<file path="src/core/ascic_cfg.svh">
`ifndef ASCIC_CFG_SVH
`define ASCIC_CFG_SVH

// register port widths
`define ASCIC_AW 4
`define ASCIC_DW 16

// register word indices
`define ASCIC_ADDR_CTRL 4'h0
`define ASCIC_ADDR_RES 4'h1
`define ASCIC_ADDR_STAT 4'h2
`define ASCIC_ADDR_RDY 4'h3
`define ASCIC_ADDR_EARLY 4'h4

// converter_control_two_low field positions
`define ASCIC_BIT_REF_RDY_EN 15
`define ASCIC_BIT_REF_ERR_EN 14
`define ASCIC_BIT_EARLY_SEL 12
`define ASCIC_SEL_HI 10
`define ASCIC_SEL_LO 8
`define ASCIC_BIT_RSVD_HI 13
`define ASCIC_BIT_UNIMP 7

// resolution register field
`define ASCIC_RES_HI 6
`define ASCIC_RES_LO 5

// status register field positions
`define ASCIC_BIT_STAT_RDY 15
`define ASCIC_BIT_STAT_ERR 14

// reset values
`define ASCIC_SEL_RST 3'h0
`define ASCIC_RES_RST 2'h3

// timer counter width and conversion lengths in core clock periods
`define ASCIC_CNT_W 4
`define ASCIC_LEAD_OFS 4'h1
`define ASCIC_LEN_6 4'h6
`define ASCIC_LEN_8 4'h8
`define ASCIC_LEN_10 4'ha
`define ASCIC_LEN_12 4'hc
`define ASCIC_REM_LAST 4'h1

`endif

</file>
<file path="src/core/ascic_pkg.sv">
package ascic_pkg;

    typedef enum logic [1:0] {
        RES_6 = 2'b00,
        RES_8 = 2'b01,
        RES_10 = 2'b10,
        RES_12 = 2'b11
    } ascic_res_t;

    typedef enum logic {
        ST_IDLE = 1'b0,
        ST_CONV = 1'b1
    } ascic_tmr_state_t;

endpackage

</file>
<file path="src/core/ascic_tmr_if.sv">
`timescale 1ns/1ps
`default_nettype none
`include "ascic_cfg.svh"

interface ascic_tmr_if;
    logic start;
    logic tick;
    logic [`ASCIC_CNT_W-1:0] lead;
    logic [`ASCIC_CNT_W-1:0] len;
    logic idle;
    logic early_pulse;
    logic ready_pulse;

    modport ctrl (
        output start, tick, lead, len,
        input idle, early_pulse, ready_pulse
    );
    modport tmr (
        input start, tick, lead, len,
        output idle, early_pulse, ready_pulse
    );
endinterface

`default_nettype wire

</file>
<file path="src/core/ascic_early_timer.sv">
`timescale 1ns/1ps
`default_nettype none
`include "ascic_cfg.svh"

module ascic_early_timer (
    input wire logic sys_clk_i,
    input wire logic rst_i,
    ascic_tmr_if.tmr t
);
    ascic_pkg::ascic_tmr_state_t state;
    logic [`ASCIC_CNT_W-1:0] rem;
    logic [`ASCIC_CNT_W-1:0] lead_q;
    logic [`ASCIC_CNT_W-1:0] rem_dec;

    assign rem_dec = rem - `ASCIC_LEAD_OFS;
    assign t.idle = (state == ascic_pkg::ST_IDLE);

    // conversion countdown; a start while busy is ignored
    always_ff @(posedge sys_clk_i) begin
        if (rst_i) begin
            state <= ascic_pkg::ST_IDLE;
            rem <= '0;
            lead_q <= '0;
        end else begin
            case (state)
                ascic_pkg::ST_IDLE: begin
                    if (t.start) begin
                        state <= ascic_pkg::ST_CONV;
                        rem <= t.len;
                        lead_q <= t.lead;
                    end
                end
                ascic_pkg::ST_CONV: begin
                    if (t.tick) begin
                        rem <= rem_dec;
                        if (rem == `ASCIC_REM_LAST) begin
                            state <= ascic_pkg::ST_IDLE;
                        end
                    end
                end
                default: state <= ascic_pkg::ST_IDLE;
            endcase
        end
    end

    // early pulse when lead periods remain; lead at or past length fires at start
    always_ff @(posedge sys_clk_i) begin
        if (rst_i) begin
            t.early_pulse <= 1'b0;
            t.ready_pulse <= 1'b0;
        end else begin
            t.early_pulse <= (t.idle && t.start && (t.lead >= t.len)) ||
                (!t.idle && t.tick && (rem_dec == lead_q));
            t.ready_pulse <= !t.idle && t.tick &&
                (rem == `ASCIC_REM_LAST);
        end
    end

    AST_EARLY_TIME: assert property (
        @(posedge sys_clk_i) disable iff (rst_i)
        (t.early_pulse && $past(state) == ascic_pkg::ST_CONV)
            |-> (rem == lead_q))
        else $error("early pulse not at lead periods before ready");

    AST_READY_END: assert property (
        @(posedge sys_clk_i) disable iff (rst_i)
        t.ready_pulse |-> (rem == '0 && t.idle && !$past(t.idle)))
        else $error("ready pulse without finished conversion");

    AST_LEN_LOAD: assert property (
        @(posedge sys_clk_i) disable iff (rst_i)
        (t.idle && t.start) |=> (rem == $past(t.len) && !t.idle))
        else $error("conversion length not loaded at start");

    COV_EARLY_MID: cover property (
        @(posedge sys_clk_i) disable iff (rst_i)
        t.early_pulse && $past(state) == ascic_pkg::ST_CONV);
endmodule

`default_nettype wire

</file>
<file path="src/core/ascic_top.sv">
// Our own choices: the register offsets and the strobed register port.
`timescale 1ns/1ps
`default_nettype none
`include "ascic_cfg.svh"
// Functional notes
// - ready enable set: common irq pulses when band gap becomes ready
// - error enable set: common irq pulses on reference error
// - select high: channel irq on early flag; low: on result-ready flag
// - time codes 110..001 give early flag 7..2 core periods before data
// - resolution code 11/10/01/00 selects 12/10/8/6-bit conversion
// - reference error flag sets when band gap drops while converter on

module ascic_top #(
    parameter int NUM_CH = 8
) (
    input wire logic sys_clk_i,
    input wire logic rst_i,
    input wire logic [`ASCIC_AW-1:0] reg_addr_i,
    input wire logic [`ASCIC_DW-1:0] reg_wdata_i,
    input wire logic reg_wr_i,
    input wire logic reg_rd_i,
    output logic [`ASCIC_DW-1:0] reg_rdata_o,
    input wire logic bandgap_ready_i,
    input wire logic converter_on_i,
    input wire logic conv_start_i,
    input wire logic [$clog2(NUM_CH)-1:0] conv_ch_i,
    input wire logic tad_tick_i,
    output logic common_irq_o,
    output logic [NUM_CH-1:0] chan_irq_o
);
    localparam int CW = $clog2(NUM_CH);

    // ready and early channel flags each pack into one 16-bit register word
    generate
        if (NUM_CH < 2 || NUM_CH > `ASCIC_DW) begin : g_bad_ch
            $error("NUM_CH must lie between 2 and 16");
        end
    endgenerate

    logic ref_rdy_en;
    logic ref_err_en;
    logic early_sel;
    logic [2:0] time_sel;
    ascic_pkg::ascic_res_t res;
    logic bg_meta;
    logic bg_sync;
    logic bg_prev;
    logic bg_rise;
    logic ref_err_set;
    logic ref_err_flag;
    logic [CW-1:0] cur_ch;
    logic [NUM_CH-1:0] rdy_flag;
    logic [NUM_CH-1:0] early_flag;
    logic wr_ctrl;
    logic wr_res;
    logic wr_rdy;
    logic wr_early;
    logic start_ok;

    ascic_tmr_if tmr ();

    ascic_early_timer u_timer (
        .sys_clk_i(sys_clk_i),
        .rst_i(rst_i),
        .t(tmr)
    );

    // register write decode
    assign wr_ctrl = reg_wr_i && (reg_addr_i == `ASCIC_ADDR_CTRL);
    assign wr_res = reg_wr_i && (reg_addr_i == `ASCIC_ADDR_RES);
    assign wr_rdy = reg_wr_i && (reg_addr_i == `ASCIC_ADDR_RDY);
    assign wr_early = reg_wr_i && (reg_addr_i == `ASCIC_ADDR_EARLY);

    // control fields; reserved bits are not stored at all
    always_ff @(posedge sys_clk_i) begin
        if (rst_i) begin
            ref_rdy_en <= 1'b0;
            ref_err_en <= 1'b0;
            early_sel <= 1'b0;
            time_sel <= `ASCIC_SEL_RST;
        end else if (wr_ctrl) begin
            ref_rdy_en <= reg_wdata_i[`ASCIC_BIT_REF_RDY_EN];
            ref_err_en <= reg_wdata_i[`ASCIC_BIT_REF_ERR_EN];
            early_sel <= reg_wdata_i[`ASCIC_BIT_EARLY_SEL];
            time_sel <= reg_wdata_i[`ASCIC_SEL_HI:`ASCIC_SEL_LO];
        end
    end

    // shared core resolution, resets to 12-bit
    always_ff @(posedge sys_clk_i) begin
        if (rst_i) begin
            res <= ascic_pkg::ascic_res_t'(`ASCIC_RES_RST);
        end else if (wr_res) begin
            res <= ascic_pkg::ascic_res_t'(
                reg_wdata_i[`ASCIC_RES_HI:`ASCIC_RES_LO]);
        end
    end

    // band gap pin is analog-side; two flops before any use
    always_ff @(posedge sys_clk_i) begin
        if (rst_i) begin
            bg_meta <= 1'b0;
            bg_sync <= 1'b0;
            bg_prev <= 1'b0;
        end else begin
            bg_meta <= bandgap_ready_i;
            bg_sync <= bg_meta;
            bg_prev <= bg_sync;
        end
    end

    assign bg_rise = bg_sync && !bg_prev;
    assign ref_err_set = converter_on_i && bg_prev && !bg_sync;

    // error flag is cleared by hardware once the converter is off
    always_ff @(posedge sys_clk_i) begin
        if (rst_i) begin
            ref_err_flag <= 1'b0;
        end else if (ref_err_set) begin
            ref_err_flag <= 1'b1;
        end else if (!converter_on_i) begin
            ref_err_flag <= 1'b0;
        end
    end

    // common interrupt: one pulse per enabled event
    always_ff @(posedge sys_clk_i) begin
        if (rst_i) begin
            common_irq_o <= 1'b0;
        end else begin
            common_irq_o <= (bg_rise && ref_rdy_en) ||
                (ref_err_set && ref_err_en);
        end
    end

    // timer hookup; lead is code plus one period
    assign start_ok = conv_start_i && tmr.idle;
    assign tmr.start = conv_start_i;
    assign tmr.tick = tad_tick_i;
    assign tmr.lead =
        {1'b0, time_sel} + `ASCIC_LEAD_OFS;

    // conversion length per resolution; bad codes clamp, never hang
    always_comb begin
        case (res)
            ascic_pkg::RES_6: tmr.len = `ASCIC_LEN_6;
            ascic_pkg::RES_8: tmr.len = `ASCIC_LEN_8;
            ascic_pkg::RES_10: tmr.len = `ASCIC_LEN_10;
            ascic_pkg::RES_12: tmr.len = `ASCIC_LEN_12;
            default: tmr.len = `ASCIC_LEN_12;
        endcase
    end

    // channel of the running conversion
    always_ff @(posedge sys_clk_i) begin
        if (rst_i) begin
            cur_ch <= '0;
        end else if (start_ok) begin
            cur_ch <= conv_ch_i;
        end
    end

    // per-channel sticky flags and interrupt pulses; set beats clear
    genvar gi;
    generate
        for (gi = 0; gi < NUM_CH; gi++) begin : g_ch
            logic hit;
            assign hit = (cur_ch == CW'(gi));
            always_ff @(posedge sys_clk_i) begin
                if (rst_i) begin
                    rdy_flag[gi] <= 1'b0;
                    early_flag[gi] <= 1'b0;
                    chan_irq_o[gi] <= 1'b0;
                end else begin
                    if (hit && tmr.ready_pulse) begin
                        rdy_flag[gi] <= 1'b1;
                    end else if (wr_rdy && reg_wdata_i[gi]) begin
                        rdy_flag[gi] <= 1'b0;
                    end
                    if (hit && tmr.early_pulse) begin
                        early_flag[gi] <= 1'b1;
                    end else if (wr_early && reg_wdata_i[gi]) begin
                        early_flag[gi] <= 1'b0;
                    end
                    chan_irq_o[gi] <= hit && (early_sel ?
                        tmr.early_pulse : tmr.ready_pulse);
                end
            end
        end
    endgenerate

    // read data stands only in the cycle after the strobe
    always_ff @(posedge sys_clk_i) begin
        if (rst_i || !reg_rd_i) begin
            reg_rdata_o <= '0;
        end else begin
            reg_rdata_o <= '0; // unmapped and reserved bits read zero
            case (reg_addr_i)
                `ASCIC_ADDR_CTRL: begin
                    reg_rdata_o[`ASCIC_BIT_REF_RDY_EN] <= ref_rdy_en;
                    reg_rdata_o[`ASCIC_BIT_REF_ERR_EN] <= ref_err_en;
                    reg_rdata_o[`ASCIC_BIT_EARLY_SEL] <= early_sel;
                    reg_rdata_o[`ASCIC_SEL_HI:`ASCIC_SEL_LO] <= time_sel;
                end
                `ASCIC_ADDR_RES: begin
                    reg_rdata_o[`ASCIC_RES_HI:`ASCIC_RES_LO] <= res;
                end
                `ASCIC_ADDR_STAT: begin
                    reg_rdata_o[`ASCIC_BIT_STAT_RDY] <= bg_sync;
                    reg_rdata_o[`ASCIC_BIT_STAT_ERR] <= ref_err_flag;
                end
                `ASCIC_ADDR_RDY: reg_rdata_o <= `ASCIC_DW'(rdy_flag);
                `ASCIC_ADDR_EARLY: reg_rdata_o <= `ASCIC_DW'(early_flag);
                default: reg_rdata_o <= '0;
            endcase
        end
    end

    AST_REF_READY_IRQ: assert property (
        @(posedge sys_clk_i) disable iff (rst_i)
        (bg_rise && ref_rdy_en) |=> common_irq_o)
        else $error("band gap ready did not raise common irq");

    AST_IRQ_QUIET: assert property (
        @(posedge sys_clk_i) disable iff (rst_i)
        (!(bg_rise && ref_rdy_en) && !(ref_err_set && ref_err_en))
            |=> !common_irq_o)
        else $error("common irq without an enabled event");

    AST_REF_ERR_IRQ: assert property (
        @(posedge sys_clk_i) disable iff (rst_i)
        (ref_err_set && ref_err_en) |=> common_irq_o)
        else $error("reference error did not raise common irq");

    AST_REF_ERR_FLAG: assert property (
        @(posedge sys_clk_i) disable iff (rst_i)
        (converter_on_i && bg_prev && !bg_sync) |=> ref_err_flag)
        else $error("band gap loss while on did not set error flag");

    AST_EARLY_SEL: assert property (
        @(posedge sys_clk_i) disable iff (rst_i)
        (tmr.early_pulse && early_sel)
            |=> (chan_irq_o == (NUM_CH'(1) << $past(cur_ch))))
        else $error("early select did not route early pulse");

    AST_READY_SEL: assert property (
        @(posedge sys_clk_i) disable iff (rst_i)
        (!early_sel && !tmr.ready_pulse) |=> (chan_irq_o == '0))
        else $error("channel irq without ready event");

    AST_BIT7_ZERO: assert property (
        @(posedge sys_clk_i) disable iff (rst_i)
        (reg_rd_i && reg_addr_i == `ASCIC_ADDR_CTRL)
            |=> (reg_rdata_o[`ASCIC_BIT_UNIMP] == 1'b0 &&
                reg_rdata_o[`ASCIC_BIT_RSVD_HI] == 1'b0))
        else $error("unimplemented control bit read nonzero");

    COV_EARLY_IRQ: cover property (
        @(posedge sys_clk_i) disable iff (rst_i)
        early_sel && tmr.early_pulse ##1 |chan_irq_o);

    COV_READY_IRQ: cover property (
        @(posedge sys_clk_i) disable iff (rst_i)
        !early_sel && tmr.ready_pulse ##1 |chan_irq_o);

    COV_ERR_IRQ: cover property (
        @(posedge sys_clk_i) disable iff (rst_i)
        ref_err_set && ref_err_en ##1 common_irq_o);
endmodule

`default_nettype wire

</file>
<file path="config.mk">
export PLATFORM = sky130hd
export DESIGN_NAME = ascic_top
export DESIGN_NICKNAME = d
export VERILOG_FILES = /design/src/core/ascic_pkg.sv /design/src/core/ascic_tmr_if.sv /design/src/core/ascic_early_timer.sv /design/src/core/ascic_top.sv
export VERILOG_INCLUDE_DIRS = /design/src /design/src/core
export SDC_FILE = /design/constraint.sdc
export NUM_CORES = 1
export LEC_CHECK = 0
export BUFFER_PORTS_ARGS = -buffer_cell sky130_fd_sc_hd__clkbuf_2
export CAP_MARGIN = 5
export CORE_ASPECT_RATIO = 0.5
export CORE_UTILIZATION = 54
export CTS_CLUSTER_DIAMETER = 200
export CTS_CLUSTER_SIZE = 20
export DETAILED_ROUTE_END_ITERATION = 10
export PLACE_DENSITY = 0.79
export SYNTH_ARGS = -nofsm -noshare
export SYNTH_HDL_FRONTEND = slang
export SYNTH_SLANG_ARGS = --single-unit
</file>
<file path="constraint.sdc">
create_clock -name sys_clk_i -period 2.4 [get_ports sys_clk_i]
set_clock_uncertainty 0.15 [all_clocks]
set_input_delay 0.12 -clock sys_clk_i [delete_from_list [all_inputs] [get_ports sys_clk_i]]
set_output_delay 0.12 -clock sys_clk_i [all_outputs]
set_load 0.02 [all_outputs]
</file>
## Word level (Yosys, flattened, before mapping)

Cells that the tools add are included.

- Flip-flop bits (word level): 67
- Input port bits: 31
- Output and inout port bits: 25
- Word-level logic and storage cells: 196

- $add $sub $neg: 2
- $lt $le $gt $ge: 1
- Equality and inequality tests: 19
- Mux-type cells: 47
- Bitwise operators: 2
- Reductions and logical operators: 82

Operators with widths:

| operator | count |
|---|---|
| $logic_and 1x1->1 | 54 |
| $mux 1 | 38 |
| $reduce_bool 2->1 | 16 |
| $pmux 4 s4 | 1 |
| $eq 3x3->1 const B | 4 |
| $pmux 5 s2 | 1 |
| $eq 4x1->1 const B | 2 |
| $eq 4x2->1 const B | 2 |
| $mux 4 | 2 |
| $pmux 4 s2 | 1 |
| $eq 3x2->1 const B | 2 |
| $pmux 2 s3 | 1 |
| $add 3x1->4 const B | 1 |
| $eq 2x2->1 const B | 2 |
| $eq 4x3->1 const B | 1 |
| $eq 4x4->1 | 1 |
| $ge 4x4->1 | 1 |
| $logic_not 4->1 | 1 |
| $ne 2x2->1 const B | 2 |
| $pmux 1 s2 | 2 |
| $pmux 2 s2 | 1 |
| $reduce_and 2->1 | 2 |
| $sub 4x1->4 const B | 1 |
| $eq 3x1->1 const B | 1 |
| other kinds (8) | 13 |

## Logic depth before layout (Yosys ltp)

- Depth after elaboration: 5
- Depth in mapped cells: 7
- Mapped depth without buffers: 7

## Modules after synthesis

From an unflattened synthesis, not the netlist that was laid out.

- Cell total of the unflattened synthesis: 329
- Area total of the unflattened synthesis: 2,865.2 um2

By module, submodules not included:

| module | instances | cells an instance | area an instance (um2) | seq. area each (um2) |
|---|---|---|---|---|
| ascic_top | 1 | 252 | 2,233.4 | 1,081.0 |
| ascic_early_timer | 1 | 77 | 631.9 | 220.2 |

## Worst setup path after synthesis

Ideal clock, no wire load.

- Kind: register to register
- Start point: register res[0]
- End point: register u_timer.t.early_pulse
- Setup time: 92 ps
- Arrival: 1,547 ps
- Required time: 2,158 ps
- Setup slack: 611 ps
- Stages on the path, launching flop included: 8
- Path buffers: 0
- Clock period less this slack: 1,789 ps
- Cells stage by stage: dfxtp_1 -> inv_1 -> ha_1 -> or2_2 -> ha_1 -> a21boi_0 -> o21a_1 -> o32ai_1

- Word-level cells in the longest chain between the ends: 5
- Elaborated cells on any way between the ends: 8

RTL lines:

| item | line | source |
|---|---|---|
| start, declared | ascic_top.sv:44 | `ascic_pkg::ascic_res_t res;` |
| start signal, assigned | ascic_top.sv:92 | `` res <= ascic_pkg::ascic_res_t'(`ASCIC_RES_RST); `` |
| start signal, assigned | ascic_top.sv:94 | `res <= ascic_pkg::ascic_res_t'(` |
| $eq 2x2->1, or another cell as far along | ascic_top.sv:145 | `case (res)` |
| $pmux 4 s4 * | ascic_top.sv:145 |  |
| $ge 4x4->1 * | ascic_early_timer.sv:52 | `t.early_pulse <= (t.idle && t.start && (t.lead >= t.len)) \|\|` |
| $logic_and 1x1->1 * | ascic_early_timer.sv:52 |  |
| $logic_or 1x1->1 * | ascic_early_timer.sv:52 |  |
| end signal, assigned | ascic_early_timer.sv:52 |  |
| end, declared | ascic_tmr_if.sv:20 | `output idle, early_pulse, ready_pulse` |

Mark *: on every way between the ends. The rest lies on a longest branch, timed or not. The select of a mux whose other input is x is not followed.
A chain may end at the register's enable or synchronous reset.

## Worst setup path after layout

- Start point: register res[1]
- End point: register u_timer.t.early_pulse

The elaborated chain is that of the path after synthesis.

==> results.txt <==
Die H: 52.19 microns
RD Place Congestion: 0.8487
Clock buffer depth: 2
Post-Place Worst Slack: 0.4689 ns
Cell variety after synth: 50
CTS root buf: clkbuf_8
DP HPWL: 4.019 mm
Mapped cell area: 2720 sq um
Number of global-route vias before repair: 2,078
Synth-to-layout area growth: 25.07%
Post-CTS Setup Bufs: 0
Initial core utilization: 58.93%
Synth Register Bits: 65
Maximum fanout along the worst path: 4
Die ar.: 5342 sq um
Share of layout cells above drive strength 1: 19.84%
Outcome: finished clean
GRT Util Overall: 25.34%
Antenna diode count: 0
Critical Path AT: 2.04 ns
Largest net degree at the start of global routing: 30
First-pass GRT wire length: 9.722 mm
Slew HR: 50.47%
Worst-path clk slew: 0.07 ns
Routed len/inst: 13.92 microns
FMAX: 0.5132 GHz
Die W: 102.4 microns
PortBufs: 51
Max-slew violation count: 0
Antenna violations before repair: 0
RSZ-0062 raised after global routing: no
Critical path endpoint category: flip-flop
DR pass1 iterations: 5
CTS tree: built
Row count: 17
Simple logic cell fraction of the synthesized area: 23.69%
Final Critical Period: 1.949 ns
Multiplexer area fraction after synthesis: 2.254%
# resized after CTS: 0
Critical Setup Path Class: reg2reg
Slew @ Worst Pin: 0.7373 ns
Worst IR Drop VDD: 449.1 uV
Clock sink count: 65
Worst Path Required: 2.50 ns
Post-synth EDFFs: 0
Remaining antenna violation count after routing: 0
Dominant synthesized flop cell: dfxtp_1
Fin nets: 407
Seq/Total Area, Yosys: 47.84%
Pwr/cell area: 686.4 nW/um^2
Drt drc: 0
Aggregate routed wire length: 6.113 mm
Worst Setup Start Kind: flip-flop
Final Hold Vio Count: 0
Compound-Gate Fraction of Synth Area: 15.78%
Most frequent cells in the layout: dfxtp_1 (65), clkbuf_2 (51), nand2_1 (37)
Syn avg cell area: 8.948 sq um
Worst hold path class: in2reg
Clock Latency Late Sink: 0.35 ns
Placeable Area: 4616 sq um
I/O pin total: 56
Num CTS Buffers: 9
CTS HTree Levels: 3
Max-Cap Viols: 0
Xor/xnor cell area share of the yosys netlist: 2.438%
Most common cell after layout, fill and taps aside: dfxtp_1
Async SR Flop Fraction: 0%
Cell count after synthesis: 304
Synth warnings: 0
Largest family of logic cells by synthesized area: simple AND/OR/NAND/NOR gates
Congestion Overflow GR: 0
Post-Synth Adder-Cell Area: 3.680%
Vias/cell: 5.405
Setup Viol. Count Final: 0
Vias: 2,373
Period utilization: 81.19%
Final Worst Setup Slack: 0.4513 ns
Starting DRC count in detailed routing: 109
P_leak: 1.393 nW
Total Neg Setup Slack: 0 ns
worst max-delay path, stage by stage, from the launching register on:
cell and delay, ns:
dfxtp_1 0.36, inv_1 0.07, ha_1 0.23, or2_2 0.31
ha_1 0.26, a21boi_0 0.07, o21a_1 0.18, o32ai_1 0.23
per-stage QoR:
stage	util (%)	std cells	hold slack, ns	cell area, sq um	total power [mW]
after global placement	64.60	403	0.1858	2982	1.297
after detailed placement	64.60	403	0.1912	2982	1.304
after CTS	73.71	439	0.003859	3402	2.349
after global routing	73.71	439	0.03239	3402	2.433
final	73.71	439	0.01543	3402	2.335
after floorplan	-	305	0.09818	2724	1.252
worst paths after layout:
check / start / end / slack, ns / cells past startpoint
worst min-delay path: reg_wdata_i[7] / early_flag[7]$_SDFFE_PP0P_ / 0.02 / 4
worst max register to register: res[1]$_SDFFE_PP1P_ / u_timer.t.early_pulse$_SDFF_PP0_ / 0.45 / 7
worst max-delay path: res[1]$_SDFFE_PP1P_ / u_timer.t.early_pulse$_SDFF_PP0_ / 0.45 / 7
worst min register to register: bg_meta$_SDFF_PP0_ / bg_sync$_SDFF_PP0_ / 0.30 / 1
sequential cells by signal (all words and copies together), names as in the netlist, 2 cells and up:
name,count
u_timer.rem,4
u_timer.lead_q,4
early_flag,8
reg_rdata_o,14
res,2
chan_irq_o,8
rdy_flag,8
time_sel,3
cur_ch,3
Yosys cell counts, types with 2 or more instances:
library cell	n	area share [%]
and2_1	4	0.92
nand4_1	4	0.92
or2_2	2	0.46
a21oi_1	34	6.3
inv_1	5	0.69
nor3_1	6	1.1
nand2b_1	3	0.69
nor2_1	14	1.9
a22oi_1	6	1.7
and3b_1	4	1.3
xor2_1	3	0.97
a311o_1	2	0.74
clkbuf_1	11	1.5
mux2i_1	5	1.8
nand3_1	13	2.4
o21ai_1	8	1.5
xnor2_1	2	0.64
ha_1	8	3.7
buf_2	7	1.3
nor2b_1	14	3.2
nor3b_1	4	1.1
o21ai_0	16	2.9
nand2_1	37	5.1
dfxtp_1	65	48
buf_4	2	0.55
what timing repair did:
action,4_1_cts,5_1_grt
hold buffers,20,0
setup endpoints to repair,0,0
endpoints found under the hold margin,27,0
cell families after synthesis:
group                      Yosys count
AOI/OAI and AO/OA                   75
xor gates and xnor gates             6
adders and majority gates            8
buffers and inverters               26
DFF                                 65
muxes                                6
other                                1
and+or+nand+nor                    117
metal layers:
layer,wire [microns],GRT usage [%],up-vias
met5,0,0,-
met4,57,7.619,0
met3,411,10.40,6
met2,2876,40.94,80
met1,2767,31.26,1104
li1,-,-,1183
final cells by class:
type                       instances  area, sq um
multi-input combinational        214         1309
sequential                        65         1301
fill                             351         1214
timing repair buffer              73        470.5
clock buffer                      11        141.4
tap                               66        82.58
clock inverter                     5        78.83
inverter                           5        18.77
power by group:
part	internal (mW)	leakage (nW)	switching [mW]
combinational	0.0902	0.753	0.101
clock	0.611	0.113	0.414
sequential	1.10	0.526	0.0237
Power figures use the tool's default switching activity.
